**src/shared/osc_pkg.sv**
```systemverilog
package osc_pkg;

  ////////////////////////////////////////////////////////////////////////////
  // Register map, byte addresses
  localparam logic [11:0] ADDR_CLOCK_SELECT = 12'h000;
  localparam logic [11:0] ADDR_CONTROL = 12'h004;
  localparam logic [11:0] ADDR_STATUS = 12'h008;

  // Control register write bits
  localparam int CTRL_START_BIT = 0;

  ////////////////////////////////////////////////////////////////////////////
  // Source codes
  localparam logic [3:0] SRC_EXTERNAL = 4'h0;
  localparam logic [1:0] SRC_LF_PREFIX = 2'h1;
  localparam logic [1:0] SUT_RESERVED = 2'h3;

  // Counts in source cycles
  localparam logic [15:0] CK_WAKE_SHORT = 16'h0006;
  localparam logic [15:0] CK_258 = 16'h0102;
  localparam logic [15:0] CK_1K = 16'h0400;
  localparam logic [15:0] CK_RESET_EXTRA = 16'h000E;
  localparam logic [15:0] CK_NONE = 16'h0000;

  // Millisecond delay codes and watchdog-cycle counts
  localparam logic [1:0] MS_NONE = 2'h0;
  localparam logic [1:0] MS_SHORT = 2'h1;
  localparam logic [1:0] MS_LONG = 2'h2;
  localparam logic [15:0] WDT_SHORT_CYCLES = 16'h0200;

  ////////////////////////////////////////////////////////////////////////////
  // Carriers
  typedef struct packed {
    logic clock_out_enable;
    logic [1:0] startup_select_field;
    logic [3:0] source_select_field;
  } clk_sel_type;

  typedef struct packed {
    logic [3:0] source_select_config;
    logic [1:0] startup_select_config;
    logic clock_out_config;
    logic reset_pin_disable;
  } cfg_type;

  typedef struct packed {
    logic psel;
    logic penable;
    logic pwrite;
    logic [11:0] paddr;
    logic [31:0] pwdata;
  } apb_req_type;

  typedef struct packed {
    logic [31:0] prdata;
    logic pready;
    logic pslverr;
  } apb_rsp_type;

  typedef struct packed {
    logic reserved_code;
    logic [1:0] xtal_range_mode;
    logic xtal_enable;
    logic lf_osc_enable;
    logic external_clock_enable;
    logic reset_delay_done;
    logic clock_ready;
    logic counting;
  } status_type;

endpackage

```
**src/core/clock_out_driver.sv**
```systemverilog
`timescale 1ns/1ps
module clock_out_driver (
  // Clock and reset
  input wire logic pclk,
  input wire logic presetn,
  // Control
  input wire logic drive_clock,
  input wire logic div_clock,
  // Normal pin function
  input wire logic io_out,
  input wire logic io_oe,
  // Pin
  output logic pin_out,
  output logic pin_oe
);

  typedef struct packed {
    logic pin_out;
    logic pin_oe;
  } pin_state_type;

  pin_state_type r;
  pin_state_type r_nxt;

  always_comb begin
    r_nxt = r;
    if (drive_clock) begin
      // Divided clock, overriding the pin
      r_nxt.pin_out = div_clock;
      r_nxt.pin_oe = 1'b1;
    end else begin
      r_nxt.pin_out = io_out;
      r_nxt.pin_oe = io_oe;
    end
  end

  always_ff @(posedge pclk or negedge presetn) begin
    if (!presetn) begin
      // Pin stays quiet while reset is active
      r <= '0;
    end else begin
      r <= r_nxt;
    end
  end

  assign pin_out = r.pin_out;
  assign pin_oe = r.pin_oe;

endmodule

```
**src/core/cycle_counter.sv**
```systemverilog
`timescale 1ns/1ps
module cycle_counter
  import osc_pkg::*;
(
  // Clock and reset
  input wire logic pclk,
  input wire logic presetn,
  // Control
  input wire logic start,
  input wire logic [15:0] limit,
  input wire logic tick,
  // Result
  output logic busy,
  output logic done
);

  typedef struct packed {
    logic busy;
    logic done;
    logic [15:0] left;
  } cnt_state_type;

  cnt_state_type r;
  cnt_state_type r_nxt;

  always_comb begin
    r_nxt = r;
    r_nxt.done = 1'b0;
    if (start) begin
      r_nxt.left = limit;
      r_nxt.busy = (limit != CK_NONE);
      r_nxt.done = (limit == CK_NONE);
    end else if (r.busy && tick) begin
      // Only edges of the counted source advance the count
      r_nxt.left = r.left - 16'h0001;
      if (r.left == 16'h0001) begin
        r_nxt.busy = 1'b0;
        r_nxt.done = 1'b1;
      end
    end
  end

  always_ff @(posedge pclk or negedge presetn) begin
    if (!presetn) begin
      r <= '0;
    end else begin
      r <= r_nxt;
    end
  end

  assign busy = r.busy;
  assign done = r.done;

endmodule

```
**src/core/oscillator_startup_select.sv**
```systemverilog
`timescale 1ns/1ps
// Functional notes
// - Upper select bits give crystal frequency range
// - Crystal lsb0 00/01: 258 cycles, ms extra
// - Crystal 1024-cycle combinations with reset extras
// - Crystal lsb1 01..11: 16384 cycles
// - Two combinations barred when reset pin disabled
// - Low-frequency crystal start-up table, 11 reserved
// - External clock: 6 cycles, reset extras
// - External 00 adds 4 ms if pin disabled
// - Timer may start low-frequency oscillator
// - Timer may enable external clock input
// - Clock output drives the prescaled system clock, overrides pin, unless the crystal is selected
// - No clock output during reset
// - Clock output carries the divided clock
// - Configuration copied into register at reset
// - Millisecond delays timed by watchdog cycles
// - Clock-out bit is inverted configuration bit
module oscillator_startup_select
  import osc_pkg::*;
#(
  parameter int unsigned WDT_LONG_CYCLES = 8192,
  parameter int unsigned XTAL_LONG_CK = 16384,
  parameter int unsigned LF_LONG_CK = 32768
) (
  // Clock and reset
  input wire logic pclk,
  input wire logic presetn,
  // Register bus
  input wire apb_req_type apb_req,
  output apb_rsp_type apb_rsp,
  // Non-volatile configuration
  input wire cfg_type cfg,
  // Source and watchdog cycle ticks, prescaled system clock
  input wire logic source_tick,
  input wire logic wdt_tick,
  input wire logic wake_request,
  input wire logic div_clock,
  // Asynchronous timer requests
  input wire logic timer_lf_request,
  input wire logic timer_ext_request,
  // Normal function of the clock output pin
  input wire logic io_out,
  input wire logic io_oe,
  // Oscillator control
  output logic clock_release,
  output logic reset_delay_done,
  output logic xtal_enable,
  output logic [1:0] xtal_range_mode,
  output logic lf_osc_enable,
  output logic external_clock_enable,
  // Clock output pin
  output logic clock_out_pin,
  output logic clock_out_oe
);

  ////////////////////////////////////////////////////////////////////////////
  // Types and state

  typedef enum logic [2:0] {
    PH_LOAD,
    PH_ARM,
    PH_MS,
    PH_CK,
    PH_IDLE
  } phase_type;

  typedef struct packed {
    logic [15:0] ck;
    logic [15:0] reset_ck;
    logic [1:0] ms;
    logic bad;
  } startup_type;

  typedef struct packed {
    phase_type phase;
    clk_sel_type sel;
    apb_rsp_type rsp;
    logic start_ck;
    logic start_ms;
    logic [15:0] ck_limit;
    logic [15:0] ms_limit;
    logic [15:0] pending_ck;
    status_type st;
  } top_state_type;

  localparam logic [15:0] WDT_LONG = WDT_LONG_CYCLES[15:0];
  localparam logic [15:0] XTAL_LONG = XTAL_LONG_CK[15:0];
  localparam logic [15:0] LF_LONG = LF_LONG_CK[15:0];

  top_state_type r;
  top_state_type r_nxt;

  logic ck_busy;
  logic ck_done;
  logic ms_busy;
  logic ms_done;

  ////////////////////////////////////////////////////////////////////////////
  // Start-up table decode

  function automatic startup_type decode_startup(input logic [3:0] src, input logic [1:0] sut, input logic rpd);
    startup_type s;
    s = '{ck: CK_WAKE_SHORT, reset_ck: CK_RESET_EXTRA, ms: MS_NONE, bad: 1'b0};
    if (src[3]) begin
      if (!src[0]) begin
        case (sut)
          2'h0: begin
            s.ck = CK_258;
            s.ms = MS_SHORT;
          end
          2'h1: begin
            s.ck = CK_258;
            s.ms = MS_LONG;
          end
          2'h2: begin
            s.ck = CK_1K;
            s.bad = rpd;
          end
          default: begin
            s.ck = CK_1K;
            s.ms = MS_SHORT;
          end
        endcase
      end else begin
        case (sut)
          2'h0: begin
            s.ck = CK_1K;
            s.ms = MS_LONG;
          end
          2'h1: begin
            s.ck = XTAL_LONG;
            s.bad = rpd;
          end
          2'h2: begin
            s.ck = XTAL_LONG;
            s.ms = MS_SHORT;
          end
          default: begin
            s.ck = XTAL_LONG;
            s.ms = MS_LONG;
          end
        endcase
      end
    end else if (src[3:2] == SRC_LF_PREFIX) begin
      // No source-cycle reset extra for the low-frequency crystal
      s.reset_ck = CK_NONE;
      case (sut)
        2'h0: begin
          s.ck = CK_1K;
          s.ms = MS_SHORT;
        end
        2'h1: begin
          s.ck = CK_1K;
          s.ms = MS_LONG;
        end
        2'h2: begin
          s.ck = LF_LONG;
          s.ms = MS_LONG;
        end
        default: begin
          s.bad = 1'b1;
        end
      endcase
    end else begin
      case (sut)
        2'h0: begin
          // Extra 4 ms only for the external clock
          s.ms = (src == SRC_EXTERNAL && rpd) ? MS_SHORT : MS_NONE;
        end
        2'h1: begin
          s.ms = MS_SHORT;
        end
        2'h2: begin
          s.ms = MS_LONG;
        end
        default: begin
          s.bad = 1'b1;
        end
      endcase
    end
    return s;
  endfunction

  function automatic logic [15:0] ms_cycles(input logic [1:0] ms);
    return (ms == MS_LONG) ? WDT_LONG : WDT_SHORT_CYCLES;
  endfunction

  ////////////////////////////////////////////////////////////////////////////
  // Control and register file

  startup_type cur;
  logic access;
  logic write_now;
  logic start_req;
  logic xtal_sel;
  logic lf_sel;
  logic ext_sel;

  always_comb begin
    r_nxt = r;
    r_nxt.start_ck = 1'b0;
    r_nxt.start_ms = 1'b0;
    cur = decode_startup(r.sel.source_select_field, r.sel.startup_select_field, cfg.reset_pin_disable);
    access = apb_req.psel && apb_req.penable;
    write_now = access && apb_req.pwrite && r.rsp.pready;
    start_req = wake_request;

    // One wait state: answer registered, write lands on the completing edge
    if (access && !r.rsp.pready) begin
      r_nxt.rsp.pready = 1'b1;
      r_nxt.rsp.pslverr = 1'b0;
      r_nxt.rsp.prdata = 32'h0000_0000;
      if (apb_req.paddr == ADDR_CLOCK_SELECT) begin
        r_nxt.rsp.prdata = {25'h000_0000, r.sel};
      end else if (apb_req.paddr == ADDR_STATUS) begin
        r_nxt.rsp.prdata = {23'h00_0000, r.st};
      end else if (apb_req.paddr == ADDR_CONTROL) begin
        r_nxt.rsp.prdata = 32'h0000_0000;
      end else begin
        r_nxt.rsp.pslverr = 1'b1;
      end
    end else begin
      r_nxt.rsp.pready = 1'b0;
      r_nxt.rsp.pslverr = 1'b0;
    end

    if (write_now && apb_req.paddr == ADDR_CLOCK_SELECT) begin
      r_nxt.sel = apb_req.pwdata[$bits(clk_sel_type)-1:0];
    end
    if (write_now && apb_req.paddr == ADDR_CONTROL) begin
      start_req = start_req || apb_req.pwdata[CTRL_START_BIT];
    end

    case (r.phase)
      PH_LOAD: begin
        r_nxt.sel.source_select_field = cfg.source_select_config;
        r_nxt.sel.startup_select_field = cfg.startup_select_config;
        r_nxt.sel.clock_out_enable = ~cfg.clock_out_config;
        r_nxt.phase = PH_ARM;
      end
      PH_ARM: begin
        // Reset path: watchdog delay first, then source cycles
        r_nxt.st.reserved_code = cur.bad;
        r_nxt.pending_ck = 16'(cur.ck + cur.reset_ck);
        if (cur.bad) begin
          r_nxt.phase = PH_IDLE;
        end else if (cur.ms != MS_NONE) begin
          r_nxt.start_ms = 1'b1;
          r_nxt.ms_limit = ms_cycles(cur.ms);
          r_nxt.phase = PH_MS;
        end else begin
          r_nxt.start_ck = 1'b1;
          r_nxt.ck_limit = 16'(cur.ck + cur.reset_ck);
          r_nxt.phase = PH_CK;
        end
      end
      PH_MS: begin
        if (ms_done) begin
          r_nxt.start_ck = 1'b1;
          r_nxt.ck_limit = r.pending_ck;
          r_nxt.phase = PH_CK;
        end
      end
      PH_CK: begin
        if (ck_done) begin
          // Release the source only once its count has run out
          r_nxt.st.clock_ready = 1'b1;
          r_nxt.st.reset_delay_done = 1'b1;
          r_nxt.phase = PH_IDLE;
        end
      end
      default: begin
        // Wake-up or availability request: source cycles only
        if (start_req) begin
          r_nxt.st.reserved_code = cur.bad;
          r_nxt.st.clock_ready = 1'b0;
          if (!cur.bad) begin
            r_nxt.start_ck = 1'b1;
            r_nxt.ck_limit = cur.ck;
            r_nxt.phase = PH_CK;
          end
        end
      end
    endcase

    xtal_sel = r.sel.source_select_field[3];
    lf_sel = (r.sel.source_select_field[3:2] == SRC_LF_PREFIX);
    ext_sel = (r.sel.source_select_field == SRC_EXTERNAL);
    r_nxt.st.xtal_enable = xtal_sel;
    // Range mode is the two bits below the crystal marker bit
    r_nxt.st.xtal_range_mode = xtal_sel ? r.sel.source_select_field[2:1] : 2'h0;
    r_nxt.st.lf_osc_enable = lf_sel || (timer_lf_request && (!xtal_sel || !ext_sel));
    r_nxt.st.external_clock_enable = ext_sel || (timer_ext_request && !xtal_sel && !lf_sel);
    r_nxt.st.counting = ck_busy || ms_busy;
  end

  always_ff @(posedge pclk or negedge presetn) begin
    if (!presetn) begin
      r <= '{phase: PH_LOAD, default: '0};
    end else begin
      r <= r_nxt;
    end
  end

  ////////////////////////////////////////////////////////////////////////////
  // Counters and pin

  cycle_counter source_counter (
    .pclk(pclk),
    .presetn(presetn),
    .start(r.start_ck),
    .limit(r.ck_limit),
    .tick(source_tick),
    .busy(ck_busy),
    .done(ck_done)
  );

  cycle_counter watchdog_counter (
    .pclk(pclk),
    .presetn(presetn),
    .start(r.start_ms),
    .limit(r.ms_limit),
    .tick(wdt_tick),
    .busy(ms_busy),
    .done(ms_done)
  );

  // Held off until the reset delay is over
  logic drive_clock;
  assign drive_clock = r.sel.clock_out_enable && !r.st.xtal_enable && r.st.reset_delay_done;

  clock_out_driver pin_driver (
    .pclk(pclk),
    .presetn(presetn),
    .drive_clock(drive_clock),
    .div_clock(div_clock),
    .io_out(io_out),
    .io_oe(io_oe),
    .pin_out(clock_out_pin),
    .pin_oe(clock_out_oe)
  );

  assign apb_rsp = r.rsp;
  assign clock_release = r.st.clock_ready;
  assign reset_delay_done = r.st.reset_delay_done;
  assign xtal_enable = r.st.xtal_enable;
  assign xtal_range_mode = r.st.xtal_range_mode;
  assign lf_osc_enable = r.st.lf_osc_enable;
  assign external_clock_enable = r.st.external_clock_enable;

endmodule

```
**config.mk**
```make
export PLATFORM = sky130hd
export DESIGN_NAME = oscillator_startup_select
export DESIGN_NICKNAME = d
export VERILOG_FILES = /design/src/shared/osc_pkg.sv /design/src/core/clock_out_driver.sv /design/src/core/cycle_counter.sv /design/src/core/oscillator_startup_select.sv
export SDC_FILE = /design/constraint.sdc
export NUM_CORES = 1
export LEC_CHECK = 0
export BUFFER_PORTS_ARGS = -buffer_cell sky130_fd_sc_hd__buf_2
export CAP_MARGIN = 20
export CORE_ASPECT_RATIO = 1.5
export CORE_MARGIN = 3
export CORE_UTILIZATION = 55
export CTS_CLUSTER_SIZE = 14
export DETAILED_ROUTE_END_ITERATION = 7
export PLACE_DENSITY = 0.8
export SLEW_MARGIN = 25
export SYNTH_ARGS = -nofsm -noshare
export SYNTH_HDL_FRONTEND = slang
export SYNTH_HIERARCHICAL = 1
export SYNTH_SLANG_ARGS = --single-unit
```
**constraint.sdc**
```tcl
create_clock -name pclk -period 3.2 [get_ports pclk]
set_input_delay 0.16 -clock pclk [delete_from_list [all_inputs] [get_ports pclk]]
set_output_delay 0.16 -clock pclk [all_outputs]
set_load 0.005 [all_outputs]
```
# Word level (Yosys, flattened, before mapping)

Cells that the tools add are included.

Bits of input ports: 65
Register bits after elaboration: 141
Output and inout bits: 43
Word-level logic and storage cells: 171

Reduce and logical (&&, ||, !) cells: 56
Bitwise gates (word level): 5
Mux-type cells: 62
Add/subtract/negate cells: 3
Equal/unequal tests: 17

Operators by type and width:

| operator                                                              | number |
|---|---|
| 16-bit 2-to-1 mux                                                     | 8 |
| 18-bit 2-to-1 mux                                                     | 4 |
| 16-bit case mux with 3 select lines                                   | 1 |
| 34-bit 2-to-1 mux                                                     | 1 |
| 16-bit by 1-bit == test with 1-bit output (second input constant)     | 2 |
| 16-bit logical NOT                                                    | 2 |
| 32-bit 2-to-1 mux                                                     | 1 |
| 16-bit case mux with 2 select lines                                   | 1 |
| 16-bit nonzero test                                                   | 2 |
| 16-bit by 1-bit subtractor with 16-bit output (second input constant) | 2 |
| 3-bit 2-to-1 mux                                                      | 8 |
| 1-bit 2-to-1 mux                                                      | 18 |
| 9-bit 2-to-1 mux                                                      | 2 |
| 16-bit adder                                                          | 1 |
| 2-bit nonzero test                                                    | 8 |
| 15-bit 2-to-1 mux                                                     | 1 |
| 1-bit logical AND                                                     | 14 |
| 14-bit 2-to-1 mux                                                     | 1 |
| 7-bit 2-to-1 mux                                                      | 2 |
| 12-bit by 3-bit == test with 1-bit output (second input constant)     | 1 |
| 12-bit by 4-bit == test with 1-bit output (second input constant)     | 1 |
| 12-bit logical NOT                                                    | 1 |
| 2-bit case mux with 2 select lines                                    | 3 |
| 3-bit case mux with 4 select lines                                    | 1 |
| other kinds (26)                                                      | 57 |

# Logic depth before layout (Yosys ltp)

Depth after elaboration: 11
Depth in mapped cells: 10
Mapped depth without buffers: 10

# Modules after synthesis

The synthesis kept the hierarchy.

By module, submodules not included:

| module                    | cells each | instances | area an instance (sq um) | seq. area each (sq um) |
|---|---|---|---|---|
| oscillator_startup_select | 302        | 1         | 2872.8                   | 1251.2 |
| cycle_counter             | 117        | 2         | 1052.3                   | 450.4 |
| clock_out_driver          | 4          | 1         | 71.3                     | 50.0 |

# Worst setup path after synthesis

OpenSTA, ideal clock, no wires.

Path type: register -> register
Start point: reg r[97] (netlist bit)
End point: reg r[43] (netlist bit)
Library setup time: 0.125 ns
Buffers on the path: 0
Path slack: 0.767 ns
Stages on the path, launching flop included: 10
Arrival: 2.308 ns
Path through: dfrtp_1 inv_1 ha_1 nor2_1 or3b_2 nand2_1 ha_1 ha_1 a221o_1 mux2_4

Cells in the longest elaborated chain, start to end: 9
Elaborated cells between the ends (all ways): 32
Classes of those cells: 1 x add/sub; 5 x eq/ne; 20 x mux; 6 x reduce/logical

Ends and longest elaborated chain:

| element                                                                       | line                                                               | source |
|---|---|---|
| from (decl)                                                                   | oscillator_startup_select.sv:91                                    | `top_state_type r;` |
| from (signal assigned)                                                        | oscillator_startup_select.sv:302                                   | `r <= r_nxt;` |
| 2-bit by 1-bit == test with 1-bit output or 2-bit logical NOT (tied branches) | n/a                                                                |  |
| 2-bit OR reduction (no source line)                                           | n/a                                                                |  |
| 16-bit case mux with 2 select lines or 11-bit 2-to-1 mux (tied branches)      | oscillator_startup_select.sv:148, oscillator_startup_select.sv:107 |  |
| 32-bit 2-to-1 mux or 16-bit 2-to-1 mux (tied branches)                        | oscillator_startup_select.sv:145, oscillator_startup_select.sv:106 |  |
| 16-bit 2-to-1 mux                                                             | oscillator_startup_select.sv:105                                   | `if (src[3]) begin` |
| 16-bit adder                                                                  | oscillator_startup_select.sv:254                                   | `r_nxt.ck_limit = 16'(cur.ck + cur.reset_ck);` |
| 16-bit 2-to-1 mux                                                             | oscillator_startup_select.sv:248                                   | `end else if (cur.ms != MS_NONE) begin` |
| 34-bit 2-to-1 mux                                                             | oscillator_startup_select.sv:246                                   | `if (cur.bad) begin` |
| 16-bit case mux with 3 select lines                                           | oscillator_startup_select.sv:235                                   | `case (r.phase)` |

Several ways; a longest one is shown, not always the timed one. The select of a mux whose other input is x is not followed.
A chain may end at the register's enable or synchronous reset.

# Worst setup path in the final report

Same ends and word-level chain as after synthesis.

==> key figures <==
STA
  – TNS Setup: 0 ps
  – Final setup viols: 0
  – Slew Limit Fails: 0
  – Final clock skew: 10.8 ps
  – Final Hold Vio Count: 0
  – Unrepaired setup endpoints after global routing: no
  – Slew HR: 40.9%
  – Hold WS: 23.9 ps
  – Minimum clock period: 2700 ps
  – Fin crit share: 84.3%
  – F_max: 0.371 GHz
  – Worst-margin pin slew: 886 ps

Critical path
  – Setup CP Type: reg2reg
  – Required time worst endpoint: 3420 ps
  – R2r startpoint: r[97]$_DFFE_PN0P_
  – Reg2reg path depth: 9
  – Crit-path max FO: 6
  – Startpoint Class: flop
  – Worst EP arrival: 2910 ps
  – R2R setup slack: 500 ps
  – Crit end category: flop
  – FF-to-FF End: r[43]$_DFFE_PN0P_

Drt
  – DRT Pass-1 Iters: 5
  – Drt initial violations: 196
  – Average routed wire per standard cell: 14.6 µm
  – DR vias/cell: 5.37
  – # DRC: 0
  – Routed WL: 10.8 mm
  – Via count: 3985
  – Post-DRT Antenna Nets: 0

Clocking
  – # resized after CTS: 0
  – Clock sink count: 88
  – CTS tree: built
  – H-tree lvl count: 3
  – Setup Fix Bufs, Post-CTS: 0
  – Clock Path Buffers: 2
  – Clock transition at path regs: 70 ps
  – Worst-skew pair later-pin latency: 340 ps
  – CTS Buf Count: 9
  – Root Driver: clkbuf_16

Power
  – Comb power frac: 12.0%
  – Leakage: 2.65 nW
  – Tot Pwr: 2.65 mW
  – Peak supply drop: 0.000338 V
  – Internal: 1.96 mW
  – Sw frac: 25.8%
  – Pwr/cell area: 462 nW/µm²
  – P_sw: 684 µW
  – Flop pwr share: 48.3%
  – Clock share of power: 39.7%

Synth
  – Compound-cell area share of the yosys netlist: 12.4%
  – Yosys cell types: 58
  – Synth Area in XOR/XNOR: 3.82%
  – Mapped Cells: 540
  – Synth Cell Area: 5050 µm²
  – Post-synth top area share: 43.6%
  – Synth Area in Simple Gates: 21.8%
  – #FFs+latches synth: 88
  – Ys Warns: 6
  – Most area-consuming cells after synthesis: dfrtp_1 44%, buf_4 6.2%, nand2_1 6.2%
  – Main synth FF type: dfrtp_1
  – Mux cell area share after synthesis: 6.25%
  – Sequential-to-total area share from yosys stat: 43.6%
  – Post-synth ARST share: 100%
  – Yosys top cell by area: dfrtp_1
  – Post-synth EDFFs: 0
  – Synth Area in Adders: 3.47%
  – Largest family of logic cells by synthesized area: simple AND/OR/NAND/NOR gates
  – Mean Syn Cell Area: 9.35 µm²

Die
  – Core Rows: 42
  – I/O pin cnt: 108
  – Die footprint: 10400 µm²
  – Die height: 123 µm
  – Starting Density: 56.8%
  – Core area: 8880 µm²
  – Die W: 84.2 µm

Min path
  – Worst hold path type: in2reg
  – Hold Crit Start: timer_lf_request
  – Worst Hold Endpoint: lf_osc_enable$_DFF_PN0_
  – Hold depth: 2

Global routing
  – Met3 GRT Util: 4.27%
  – Global routing's busiest layer: met2
  – Remaining global-route overflow: 0
  – Vias in the first global route: 4043
  – M1 GR Usage: 23.3%
  – Gr usage total: 21.6%
  – Met2 usage: 40.7%
  – First-pass GRT wire length: 18.2 mm
  – Initial antenna violation count: 0
  – Largest net degree at the start of global routing: 36

Placed design
  – RePlAce Congestion: 0.807
  – HPWL after DPL: 8.02 mm
  – Port Buf Inserts: 59

Finish
  – Fin nets: 707
  – Layout area overhead: 13.4%
  – Antenna cell count: 0
  – Share of layout cells above drive strength 1: 16.1%
  – Post-layout util: 64.5%
  – Most common cell after layout, fill and taps aside: dfrtp_1
  – Most frequent cells in the layout: 88 x dfrtp_1, 83 x nand2_1, 67 x conb_1, 58 x buf_2, 45 x o21ai_0

Outcome
  – Status: finished clean

Job
  – Max-cap violation count: 0
-- how the worst max path moves through the flow --
stage / startpoint / end / depth (start not counted)
finish: r[97]$_DFFE_PN0P_ / r[43]$_DFFE_PN0P_ / 9
global route: r[98]$_DFFE_PN0P_ / r[43]$_DFFE_PN0P_ / 9
CTS: r[97]$_DFFE_PN0P_ / r[43]$_DFFE_PN0P_ / 9
detailed placement: r[97]$_DFFE_PN0P_ / r[43]$_DFFE_PN0P_ / 9
global placement: r[97]$_DFFE_PN0P_ / r[43]$_DFFE_PN0P_ / 9
floorplan: r[97]$_DFFE_PN0P_ / r[43]$_DFFE_PN0P_ / 9
-- logic make-up after synthesis --
logic type | after synthesis
adders and majority gates | 14
DFF | 88
xor gates and xnor gates | 22
AOI/OAI and AO/OA | 99
muxes | 27
and+or+nand+nor | 216
other | 1
buffers and inverters | 73
-- layout make-up --
type | count | area, µm²
fill | 719 | 3160
multi-input combinational | 445 | 2660
sequential | 88 | 2200
timing repair buffer | 68 | 370
clock buffer | 11 | 243
tap | 110 | 138
inverter | 16 | 60.1
clock inverter | 4 | 53.8
-- sequential cells by signal, indices dropped and copies added (netlist names) --
register,cells
clock_release,1
pin_driver/pin_oe,1
reset_delay_done,1
watchdog_counter/done,1
external_clock_enable,1
apb_rsp,11
watchdog_counter/busy,1
watchdog_counter/r,16
source_counter/r,16
lf_osc_enable,1
r,32
source_counter/busy,1
source_counter/done,1
pin_driver/pin_out,1
xtal_enable,1
xtal_range_mode,2
-- cell usage after synthesis (all sizes together) (4+ instances only) --
| cell | count |
|---|---|
| a21oi | 13 |
| a31oi | 13 |
| and2 | 4 |
| buf | 45 |
| clkbuf | 12 |
| dfrtp | 88 |
| ha | 14 |
| inv | 16 |
| mux2 | 12 |
| mux2i | 15 |
| nand2 | 83 |
| nand2b | 9 |
| nand3 | 8 |
| nand3b | 4 |
| nand4 | 8 |
| nor2 | 33 |
| nor2b | 8 |
| nor3 | 10 |
| nor4 | 16 |
| nor4bb | 4 |
| o211ai | 5 |
| o21ai | 48 |
| or2 | 6 |
| or3 | 8 |
| or4 | 4 |
| xnor2 | 8 |
| xor2 | 14 |
-- per-stage QoR --
stage / cells / setup WS, ps / cell area [µm²]
after global routing: 742 / 358 / 5730
after detailed placement: 725 / 566 / 5410
after floorplan: 606 / 767 / 5300
final: 742 / 502 / 5730
after global placement: 725 / 630 / 5410
after CTS: 742 / 518 / 5730
-- metal layers --
| metal | wire length [µm] | part of all wire [%] |
|---|---|---|
| met3 | 387 | 3.6 |
| met1 | 4100 | 38 |
| met5 | 0 | 0 |
| met2 | 6010 | 56 |
| met4 | 305 | 2.8 |
-- critical path, stage by stage (launching register included) --
cell	delay, ps
dfrtp_1	450
inv_1	180
ha_1	240
nor2_1	80
or3b_2	480
nand2_1	110
ha_1	170
ha_1	250
a221o_1	330
mux2_4	270
-- repair_timing --
item | 4_1_cts | 5_1_grt
setup endpoints to repair | 0 | 0
hold endpoints to repair | 25 | 0
hold buffers | 2 | 0
-- power groups by stage --
stage,Sequential (mW),Combinational [mW],Clock (mW)
floorplan,1.28,0.241,0
global placement,1.29,0.302,0
detailed placement,1.29,0.313,0
CTS,1.27,0.317,1.07
global route,1.29,0.362,1.12
finish,1.28,0.317,1.05
(Power assumes the default switching activity.)
